$ cat src/rtl/ext_seq_defs.svh
`ifndef EXT_SEQ_DEFS_SVH
`define EXT_SEQ_DEFS_SVH

// Address driven on every internal idle cycle
`define EXT_IDLE_ADDR 16'hffff
// Step from one address to the next one up
`define EXT_ADDR_STEP 16'h0001
// Step from the opcode to the second operand byte
`define EXT_ADDR_STEP2 16'h0002
// Length of the instruction in bytes, used for the return address
`define EXT_INSTR_BYTES 16'h0003
// Stack pointer drop after a subroutine call
`define EXT_SP_DROP 16'h0002
// Cycle numbers within an instruction
`define EXT_CYC_NONE 3'h0
`define EXT_CYC_1 3'h1
`define EXT_CYC_2 3'h2
`define EXT_CYC_3 3'h3
`define EXT_CYC_4 3'h4
`define EXT_CYC_5 3'h5
`define EXT_CYC_6 3'h6
// Operating mode in which internal reads are echoed on the bus
`define EXT_ECHO_MODE 3'h0
// Data bus value when nothing is placed on it
`define EXT_DATA_IDLE 8'h00

`endif

$ cat src/rtl/ext_seq_pkg.sv
package ext_seq_pkg;

    // Instruction groups of the extended addressing mode
    typedef enum logic [3:0] {
        GRP_JUMP = 4'h0,
        GRP_ACC8 = 4'h1,
        GRP_STORE_ACC = 4'h2,
        GRP_LOAD16 = 4'h3,
        GRP_STORE16 = 4'h4,
        GRP_RMW = 4'h5,
        GRP_ZERO_TEST = 4'h6,
        GRP_ARITH16 = 4'h7,
        GRP_CALL = 4'h8
    } grp_t;

    // Source of the address bus in a cycle
    typedef enum logic [2:0] {
        ASEL_PC0 = 3'h0,
        ASEL_PC1 = 3'h1,
        ASEL_PC2 = 3'h2,
        ASEL_EA = 3'h3,
        ASEL_EA1 = 3'h4,
        ASEL_IDLE = 3'h5,
        ASEL_SP = 3'h6,
        ASEL_SPM1 = 3'h7
    } addr_sel_t;

    // Source of the data bus in a cycle
    typedef enum logic [2:0] {
        DSEL_NONE = 3'h0,
        DSEL_ACC = 3'h1,
        DSEL_HI16 = 3'h2,
        DSEL_LO16 = 3'h3,
        DSEL_NEWOP = 3'h4,
        DSEL_RETLO = 3'h5,
        DSEL_RETHI = 3'h6
    } data_sel_t;

endpackage

$ cat src/rtl/bus_cycle_table.sv
`timescale 1ns/1ns
`include "ext_seq_defs.svh"

// Per-cycle bus plan for one instruction group
module bus_cycle_table import ext_seq_pkg::*; (
    input grp_t grp,
    input logic [2:0] cyc,
    output addr_sel_t addrSel,
    output data_sel_t dataSel,
    output logic writeCycle,
    output logic lastCycle
);

    // Number of cycles of each group
    function automatic logic [2:0] groupLength(input grp_t g);
        logic [2:0] n;
        n = `EXT_CYC_6;
        unique case (g)
            GRP_JUMP: n = `EXT_CYC_3;
            GRP_ACC8, GRP_STORE_ACC: n = `EXT_CYC_4;
            GRP_LOAD16, GRP_STORE16: n = `EXT_CYC_5;
            GRP_RMW, GRP_ZERO_TEST, GRP_ARITH16, GRP_CALL: n = `EXT_CYC_6;
            default: n = `EXT_CYC_6;
        endcase
        return n;
    endfunction

    // Address source by group and cycle
    function automatic addr_sel_t pickAddr(input grp_t g, input logic [2:0] c);
        addr_sel_t a;
        a = ASEL_IDLE;
        unique case (c)
            `EXT_CYC_1: a = ASEL_PC0;
            `EXT_CYC_2: a = ASEL_PC1;
            `EXT_CYC_3: a = ASEL_PC2;
            // Operand, destination or subroutine start
            `EXT_CYC_4: a = ASEL_EA;
            `EXT_CYC_5: begin
                if (g == GRP_RMW || g == GRP_ZERO_TEST) begin
                    a = ASEL_IDLE;
                end else if (g == GRP_CALL) begin
                    a = ASEL_SP;
                end else begin
                    a = ASEL_EA1;
                end
            end
            `EXT_CYC_6: begin
                if (g == GRP_RMW) begin
                    a = ASEL_EA;
                end else if (g == GRP_CALL) begin
                    a = ASEL_SPM1;
                end else begin
                    a = ASEL_IDLE;
                end
            end
            default: a = ASEL_IDLE;
        endcase
        return a;
    endfunction

    // Data source for write cycles
    function automatic data_sel_t pickData(input grp_t g, input logic [2:0] c);
        data_sel_t d;
        d = DSEL_NONE;
        if (g == GRP_STORE_ACC && c == `EXT_CYC_4) begin
            d = DSEL_ACC;
        end else if (g == GRP_STORE16 && c == `EXT_CYC_4) begin
            d = DSEL_HI16;
        end else if (g == GRP_STORE16 && c == `EXT_CYC_5) begin
            d = DSEL_LO16;
        end else if (g == GRP_RMW && c == `EXT_CYC_6) begin
            d = DSEL_NEWOP;
        end else if (g == GRP_CALL && c == `EXT_CYC_5) begin
            d = DSEL_RETLO;
        end else if (g == GRP_CALL && c == `EXT_CYC_6) begin
            d = DSEL_RETHI;
        end
        return d;
    endfunction

    assign addrSel = pickAddr(grp, cyc);
    assign dataSel = pickData(grp, cyc);
    // Zero test never writes, so it has no data source
    assign writeCycle = (dataSel != DSEL_NONE);
    assign lastCycle = (cyc == groupLength(grp));

endmodule

$ cat src/rtl/extended_mode_bus_sequencer.sv
// What this block does
// - Jump: opcode, target high, target low
// - Accumulator ops: address bytes, then operand read
// - Accumulator store writes destination in cycle four
// - 16-bit loads read operand then operand plus one
// - 16-bit stores write high then low byte
// - Read-modify-write: read, idle, write back same address
// - Idle cycles drive all-ones address, read
// - Zero test replaces final write with idle
// - 16-bit compare/arith: two reads then idle
// - Call reads subroutine start in cycle four
// - Call pushes return low then high byte
// - Internal reads echo on bus only in mode zero
`timescale 1ns/1ns
`include "ext_seq_defs.svh"

module extended_mode_bus_sequencer import ext_seq_pkg::*; (
    input wire logic sys_clk,
    input wire logic rst_n,
    input wire logic startValid,
    input wire grp_t instrGroup,
    input wire logic [15:0] opcodeAddr,
    input wire logic [15:0] stackPtr,
    input wire logic [7:0] accData,
    input wire logic [15:0] wideData,
    input wire logic [7:0] newOperand,
    input wire logic [7:0] dataIn,
    input wire logic internalRead,
    input wire logic [7:0] internalData,
    input wire logic [2:0] opMode,
    output logic [15:0] addrBus_r,
    output logic rwLine_r,
    output logic [7:0] dataOut_r,
    output logic dataOe_r,
    output logic busy_r,
    output logic done_r,
    output logic [15:0] targetAddr_r,
    output logic [15:0] spNew_r,
    output logic spLoad_r
);

    logic [2:0] cyc_r; // Cycle now on the bus, zero when idle
    grp_t grp_r; // Group now running
    logic [15:0] pc_r; // Opcode address
    logic [15:0] sp_r; // Stack pointer at start
    logic [7:0] hi_r; // High address byte fetched in cycle two
    logic [15:0] ea_r; // Full extended address
    logic last_r; // Current cycle is the group's last

    logic free; // No instruction or its last cycle
    logic startNow; // A new instruction starts next cycle
    logic [2:0] cyc_nxt; // Next cycle number
    grp_t grp_nxt; // Group of next cycle
    logic [15:0] pcNow; // Opcode address for next cycle
    logic [15:0] spNow; // Stack pointer for next cycle
    logic [15:0] eaNow; // Extended address for next cycle
    logic [15:0] retAddr; // Address after the instruction
    addr_sel_t addrSel; // Address source of next cycle
    data_sel_t dataSel; // Data source of next cycle
    logic writeNxt; // Next cycle writes
    logic lastNxt; // Next cycle is last
    logic echoNxt; // Next cycle echoes an internal read
    logic [15:0] addr_nxt; // Next address bus
    logic [7:0] data_nxt; // Next data bus

    // Sequencing of cycles, back to back starts allowed
    assign free = (cyc_r == `EXT_CYC_NONE) || last_r;
    assign startNow = startValid && free;
    assign cyc_nxt = startNow ? `EXT_CYC_1 : (free ? `EXT_CYC_NONE : cyc_r + `EXT_CYC_1);
    assign grp_nxt = startNow ? instrGroup : grp_r;
    assign pcNow = startNow ? opcodeAddr : pc_r;
    assign spNow = startNow ? stackPtr : sp_r;
    // Low address byte arrives at the end of cycle three
    assign eaNow = (cyc_r == `EXT_CYC_3) ? {hi_r, dataIn} : ea_r;
    assign retAddr = pc_r + `EXT_INSTR_BYTES;

    bus_cycle_table bus_cycle_table_i (
        .grp(grp_nxt),
        .cyc(cyc_nxt),
        .addrSel(addrSel),
        .dataSel(dataSel),
        .writeCycle(writeNxt),
        .lastCycle(lastNxt)
    );

    // Idle cycles drive the all-ones address
    assign addr_nxt = (cyc_nxt == `EXT_CYC_NONE) ? `EXT_IDLE_ADDR :
                      (addrSel == ASEL_PC0) ? pcNow :
                      (addrSel == ASEL_PC1) ? pcNow + `EXT_ADDR_STEP :
                      (addrSel == ASEL_PC2) ? pcNow + `EXT_ADDR_STEP2 :
                      (addrSel == ASEL_EA) ? eaNow :
                      (addrSel == ASEL_EA1) ? eaNow + `EXT_ADDR_STEP :
                      (addrSel == ASEL_SP) ? spNow :
                      (addrSel == ASEL_SPM1) ? spNow - `EXT_ADDR_STEP : `EXT_IDLE_ADDR;

    // Echo internal reads only in mode zero
    // Idle cycles carry the restart vector from memory, so they never echo
    assign echoNxt = !writeNxt && internalRead && (opMode == `EXT_ECHO_MODE) &&
                     (cyc_nxt != `EXT_CYC_NONE) && (addrSel != ASEL_IDLE);

    assign data_nxt = (dataSel == DSEL_ACC) ? accData :
                      (dataSel == DSEL_HI16) ? wideData[15:8] :
                      (dataSel == DSEL_LO16) ? wideData[7:0] :
                      (dataSel == DSEL_NEWOP) ? newOperand :
                      (dataSel == DSEL_RETLO) ? retAddr[7:0] :
                      (dataSel == DSEL_RETHI) ? retAddr[15:8] :
                      echoNxt ? internalData : `EXT_DATA_IDLE;

    // Sequence state
    always_ff @(posedge sys_clk or negedge rst_n) begin
        if (!rst_n) begin
            cyc_r <= `EXT_CYC_NONE;
            grp_r <= GRP_JUMP;
            pc_r <= `EXT_IDLE_ADDR;
            sp_r <= `EXT_IDLE_ADDR;
            last_r <= 1'b0;
        end else begin
            cyc_r <= cyc_nxt;
            grp_r <= grp_nxt;
            pc_r <= pcNow;
            sp_r <= spNow;
            last_r <= lastNxt && (cyc_nxt != `EXT_CYC_NONE);
        end
    end

    // Capture of the extended address bytes
    always_ff @(posedge sys_clk or negedge rst_n) begin
        if (!rst_n) begin
            hi_r <= `EXT_DATA_IDLE;
            ea_r <= `EXT_IDLE_ADDR;
        end else begin
            hi_r <= (cyc_r == `EXT_CYC_2) ? dataIn : hi_r;
            ea_r <= eaNow;
        end
    end

    // Bus outputs, read/write low only on write cycles
    always_ff @(posedge sys_clk or negedge rst_n) begin
        if (!rst_n) begin
            addrBus_r <= `EXT_IDLE_ADDR;
            rwLine_r <= 1'b1;
            dataOut_r <= `EXT_DATA_IDLE;
            dataOe_r <= 1'b0;
            busy_r <= 1'b0;
        end else begin
            addrBus_r <= addr_nxt;
            rwLine_r <= !writeNxt;
            dataOut_r <= data_nxt;
            dataOe_r <= writeNxt || echoNxt;
            busy_r <= (cyc_nxt != `EXT_CYC_NONE);
        end
    end

    // Completion results for the core
    always_ff @(posedge sys_clk or negedge rst_n) begin
        if (!rst_n) begin
            done_r <= 1'b0;
            targetAddr_r <= `EXT_IDLE_ADDR;
            spNew_r <= `EXT_IDLE_ADDR;
            spLoad_r <= 1'b0;
        end else begin
            done_r <= (cyc_r != `EXT_CYC_NONE) && last_r;
            targetAddr_r <= ((cyc_r != `EXT_CYC_NONE) && last_r) ? eaNow : targetAddr_r;
            // Stack pointer drops by two after a call
            spNew_r <= sp_r - `EXT_SP_DROP;
            spLoad_r <= (cyc_r != `EXT_CYC_NONE) && last_r && (grp_r == GRP_CALL);
        end
    end
endmodule

$ cat config.mk
export PLATFORM = sky130hd
export DESIGN_NAME = extended_mode_bus_sequencer
export DESIGN_NICKNAME = d
export VERILOG_FILES = /design/src/rtl/ext_seq_pkg.sv /design/src/rtl/bus_cycle_table.sv /design/src/rtl/extended_mode_bus_sequencer.sv
export VERILOG_INCLUDE_DIRS = /design/src /design/src/rtl
export SDC_FILE = /design/constraint.sdc
export NUM_CORES = 1
export LEC_CHECK = 0
export ABC_AREA = 1
export BUFFER_PORTS_ARGS = -buffer_cell sky130_fd_sc_hd__buf_4
export CAP_MARGIN = 40
export CORE_MARGIN = 2
export CORE_UTILIZATION = 38
export DETAILED_ROUTE_END_ITERATION = 8
export PLACE_DENSITY = 0.61
export SKIP_LAST_GASP = 1
export SLEW_MARGIN = 20
export SYNTH_ARGS = -nofsm -noshare
export SYNTH_HDL_FRONTEND = slang
export SYNTH_SLANG_ARGS = --single-unit
$ cat constraint.sdc
create_clock -name sys_clk -period 7.98 [get_ports sys_clk]
set_clock_uncertainty 0.2 [all_clocks]
set_input_delay 0 -clock sys_clk [delete_from_list [all_inputs] [get_ports sys_clk]]
set_output_delay 0 -clock sys_clk [all_outputs]
set_load 0.005 [all_outputs]
==> out/summary.txt <==
STATUS
-----------------------------------------------------------------------------------------------------------------
Result of the run                                                                                       completed

CELLS AND AREA
-----------------------------------------------------------------------------------------------------------------
Share of final-layout standard cells stronger than drive strength 1                                         28.7%
Count of filler cells inserted in the layout                                                                1,941
Number of nets in the layout                                                                                1,376
Area used by multi-input combinational logic                                                             3930 um2
Post-route design area                                                                                 10,700 um2
Top library cells by usage in the layout, fill and taps aside                                        sky130_fd_sc_hd__nand2_1 (278), sky130_fd_sc_hd__buf_4 (155), sky130_fd_sc_hd__inv_1 (122), sky130_fd_sc_hd__nand3_1 (102), sky130_fd_sc_hd__dfstp_2 (97)
Cell Count, Final, Fillers Out                                                                              1,556
Number of antenna repair diodes                                                                                 0
Commonest non-fill, non-tap cell in the layout                                                       sky130_fd_sc_hd__nand2_1
Area occupied by registers                                                                               3250 um2
Layout overhead on the synthesized area                                                                     36.8%

SYNTH
-----------------------------------------------------------------------------------------------------------------
Flip-flop and latch count after synthesis                                                                     125
Number of warnings issued by yosys                                                                              0
Compound-cell area share of the yosys netlist                                                               8.22%
Area share of and/or/nand/nor cells after synthesis                                                         33.5%
Main area contributors after synthesis                                                               sky130_fd_sc_hd__dfstp_2 (33%), sky130_fd_sc_hd__nand2_1 (13%), sky130_fd_sc_hd__dfrtp_1 (8.9%)
Post-synth EDFFs                                                                                                0
Number of distinct library cells after synthesis                                                               48
Prevailing post-synth register cell                                                                  sky130_fd_sc_hd__dfstp_2
Area share of xor/xnor cells in the synthesized design                                                      6.03%
Portion of netlist area occupied by mux cells                                                              0.287%
Netlist area before placement                                                                            7840 um2
Main combinational cell family by area after synthesis                                               simple AND/OR/NAND/NOR gates
Arithmetic-cell share of the synthesized area counting full adders, half adders and majority gates          1.92%
Share of synthesized registers carrying an async set or reset                                                100%
Post-Syn Instances                                                                                          1,034
Post-synthesis cell type with the largest combined area                                              sky130_fd_sc_hd__dfstp_2
Proportion of netlist area held by the largest area contributor                                             32.5%
Total nets after synthesis                                                                                  1,137
Register area share after synthesis                                                                         41.4%
Synthesized area per cell                                                                                7.58 um2

CRITICAL PATH
-----------------------------------------------------------------------------------------------------------------
Minimum setup slack among reg-to-reg paths                                                                3.66 ns
Endpoint type of the worst setup path                                                                        flop
Kind of critical path                                                                                     reg2reg
CP Max Fanout                                                                                                  53
Worst stage delay on the critical path                                                                    0.56 ns
Startpoint of the worst-slack reg-to-reg timing path                                                     cyc_r[0]
Ordered list of cells on the worst path                                                              inv_1, ha_1, nand2_4, nand2_8, nand2_8, nand2_1, nand2_1, ha_1, nand2_1, nor2_2, nand2_1, nand3_1, nor3_4, nand3_1, nand4_1, nor2_1, nand3_1, dlygate4sd3_1
Type of element launching the critical path                                                                  flop
Capture point of the worst reg-to-reg path                                                           dataOut_r[7]
CP arrival                                                                                                4.49 ns
Most Frequent Cell on Critical Path                                                                  sky130_fd_sc_hd__nand2_1
Worst endpoint required time                                                                              8.15 ns
Cell depth of the worst flop-to-flop path                                                                      18
Slowest CP cell                                                                                      sky130_fd_sc_hd__dlygate4sd3_1

TIMING
-----------------------------------------------------------------------------------------------------------------
Post-layout min period                                                                                    4.32 ns
Max-slew violation total from the final report                                                                  0
Minimum setup slack in the final design                                                                   3.66 ns
Worst slew slack as a fraction of its limit                                                                 42.3%
Worst-margin pin slew                                                                                    0.856 ns
Final total negative setup slack                                                                             0 ns
Final Setup Violations                                                                                          0
Highest Clock Rate                                                                                      0.231 GHz
RSZ-0062 raised after global routing                                                                           no
Share of the cycle needed by the critical path after routing                                                54.2%
Final Hold Vio Count                                                                                            0

CLOCK NETWORK
-----------------------------------------------------------------------------------------------------------------
Root Driver                                                                                          sky130_fd_sc_hd__clkbuf_16
Cts-stage hold buffer count                                                                                    87
Number of buffers on the longest clock path                                                                     2
Worst skew pair latency                                                                                   0.43 ns
Clock tree from TritonCTS                                                                                     yes
Clk slew on worst S/H paths                                                                               0.07 ns
Number of instances resized during post-cts repair                                                              0
Total clock buffers created by CTS                                                                             17
Number of setup buffers added after CTS                                                                         0
Clock sink count                                                                                              125
H-tree level count                                                                                              4

ROUTE
-----------------------------------------------------------------------------------------------------------------
Initial DRC count                                                                                             475
Remaining design rule violation count                                                                           0
WL final                                                                                                  23.6 mm
Count of antenna-violating nets left after detailed routing                                                     0
Via count                                                                                                   7,606
Wire length per cell after detailed routing                                                               15.1 um
Vias per inst                                                                                                4.89
Number of iterations in the first detailed-routing pass                                                         5

POWER
-----------------------------------------------------------------------------------------------------------------
Sequential share of power                                                                                   28.3%
Post-route total power                                                                                  0.00451 W
Switching share of power                                                                                    44.9%
Peak ir drop on the vdd network                                                                          0.182 mV
Gate power share                                                                                            53.8%
Pwr dens                                                                                               420 nW/um2
Fraction of power consumed by the clock network                                                             17.9%
Int Pwr                                                                                                 0.00248 W
NetSw                                                                                                   0.00202 W
Leakage                                                                                                   5.07 nW

GRT
-----------------------------------------------------------------------------------------------------------------
Total global routing overflow                                                                                   0
Pin count of the biggest net entering global routing                                                           55
Number of global-route vias before repair                                                                   7,596
Antenna violations before repair                                                                                0
GR Util All Layers                                                                                          22.2%
First-pass GRT wire length                                                                                38.3 mm

FLOORPLAN
-----------------------------------------------------------------------------------------------------------------
Core Box Area                                                                                          20,200 um2
Chip Width                                                                                                 148 um
Total Die Area                                                                                         21,800 um2
Number of ports placed on the die boundary                                                                    152
Floorplan die height                                                                                       148 um
Starting density of the core                                                                                38.7%
Std-Cell Rows                                                                                                  52

HOLD PATH
-----------------------------------------------------------------------------------------------------------------
Worst hold path endpoint                                                                                 grp_r[2]
Class of the most critical hold timing path                                                                in2reg
Startpoint of the most critical hold path                                                              startValid
Hold Path Depth                                                                                                 4

PLACEMENT
-----------------------------------------------------------------------------------------------------------------
Buffers on Ports                                                                                              151
Pre-CTS worst setup slack                                                                                 4.21 ns
Dpl hpwl                                                                                                  17.2 mm
Placed Instance Area                                                                                     9220 um2
Number of placed cells counting well taps                                                                   1,436
Final GP Congestion                                                                                         0.919

RUN
-----------------------------------------------------------------------------------------------------------------
Max-Cap Viols                                                                                                   0

## per-stage QoR
step	utilization, %	hold WS (ns)
after floorplan	-	-0.496
after CTS	52.9	0.0232
final	53.0	0.0254
after detailed placement	45.6	-0.279
after global routing	53.0	0.0471
after global placement	45.4	0.0141
## state kept, by name, indices dropped and copies added, names as in the netlist, 4 cells and up
signal	flops
hi_r	8
sp_r	16
spNew_r	16
pc_r	16
dataOut_r	8
addrBus_r	16
grp_r	4
ea_r	16
targetAddr_r	16
## worst max path at each step
stage	slack, ns	start	depth (start not counted)	to
3_3_place_gp	4.30	cyc_r[0]	19	addrBus_r[1]
2_1_floorplan	5.16	cyc_r[0]	19	addrBus_r[11]
3_5_place_dp	4.21	cyc_r[0]	19	addrBus_r[1]
5_1_grt	3.36	cyc_r[0]	18	dataOut_r[6]
4_1_cts	3.70	cyc_r[0]	18	dataOut_r[6]
6_report	3.66	cyc_r[0]	18	dataOut_r[7]
## cell usage after synthesis (2+ instances only)
library cell and count:
sky130_fd_sc_hd__o21ai_1 18, sky130_fd_sc_hd__a221oi_1 2, sky130_fd_sc_hd__buf_6 4, sky130_fd_sc_hd__nor2_4 5, sky130_fd_sc_hd__a21oi_1 15, sky130_fd_sc_hd__xor2_1 42
sky130_fd_sc_hd__nor2_2 15, sky130_fd_sc_hd__buf_2 7, sky130_fd_sc_hd__nand2_1 278, sky130_fd_sc_hd__clkbuf_1 7, sky130_fd_sc_hd__nand4_1 18, sky130_fd_sc_hd__a21oi_2 2
sky130_fd_sc_hd__buf_4 5, sky130_fd_sc_hd__ha_1 12, sky130_fd_sc_hd__nand2_8 2, sky130_fd_sc_hd__nand2_2 18, sky130_fd_sc_hd__dfstp_2 97, sky130_fd_sc_hd__nor2_1 80
sky130_fd_sc_hd__o21ai_2 7, sky130_fd_sc_hd__inv_2 10, sky130_fd_sc_hd__nand3_1 102, sky130_fd_sc_hd__nand3_2 6, sky130_fd_sc_hd__nor3_2 4, sky130_fd_sc_hd__nor4_1 4
sky130_fd_sc_hd__or2_2 5, sky130_fd_sc_hd__inv_1 122, sky130_fd_sc_hd__nor3_1 17, sky130_fd_sc_hd__xnor2_1 12, sky130_fd_sc_hd__mux2_2 2, sky130_fd_sc_hd__nand3b_1 5
sky130_fd_sc_hd__nand2_4 2, sky130_fd_sc_hd__clkinv_1 3, sky130_fd_sc_hd__nor3b_1 4, sky130_fd_sc_hd__o21ai_0 61, sky130_fd_sc_hd__dfrtp_1 28
## layer usage
metal	track usage, %	share of wire, %	routed length [um]	vias to the layer above
li1	-	-	-	3800
met1	28.8	44	10400	3540
met2	37.7	48	11400	236
met3	4.44	5.8	1370	30
met4	6.35	1.6	382	0
met5	0	0	0	-
## cells by family (layout without fill, tap and decap cells)
group | Yosys count | after routing
compound gates | 113 | 113
xor+xnor | 54 | 54
fa+ha+maj | 12 | 12
buf+inv | 160 | 412
flops | 125 | 125
mux | 2 | 2
simple gates | 568 | 568
## power by group through the flow
stage	logic (W)	registers [W]	clock network, W
after floorplan	0.00161	0.00126	0
after global placement	0.00233	0.00128	0
after detailed placement	0.00235	0.00128	0
after CTS	0.00242	0.00128	0.000820
after global routing	0.00273	0.00131	0.000850
final	0.00242	0.00128	0.000805
## worst max-delay path: cells and delay by family (launching register included)
kind,cells,cell delay (ns)
simple gates,14,2.42
fa+ha+maj,2,0.49
flops,1,0.40
buf+inv,2,0.70
## cell type report
cell class                 instances  share of cell area (%)
timing repair buffer             245                    19.5
sequential                       125                    30.3
tap                              270                    3.15
multi-input combinational        749                    36.6
clock inverter                    13                    1.41
inverter                         135                    4.73
clock buffer                      19                    4.33
No activity file was read; power rests on OpenSTA's default activity.
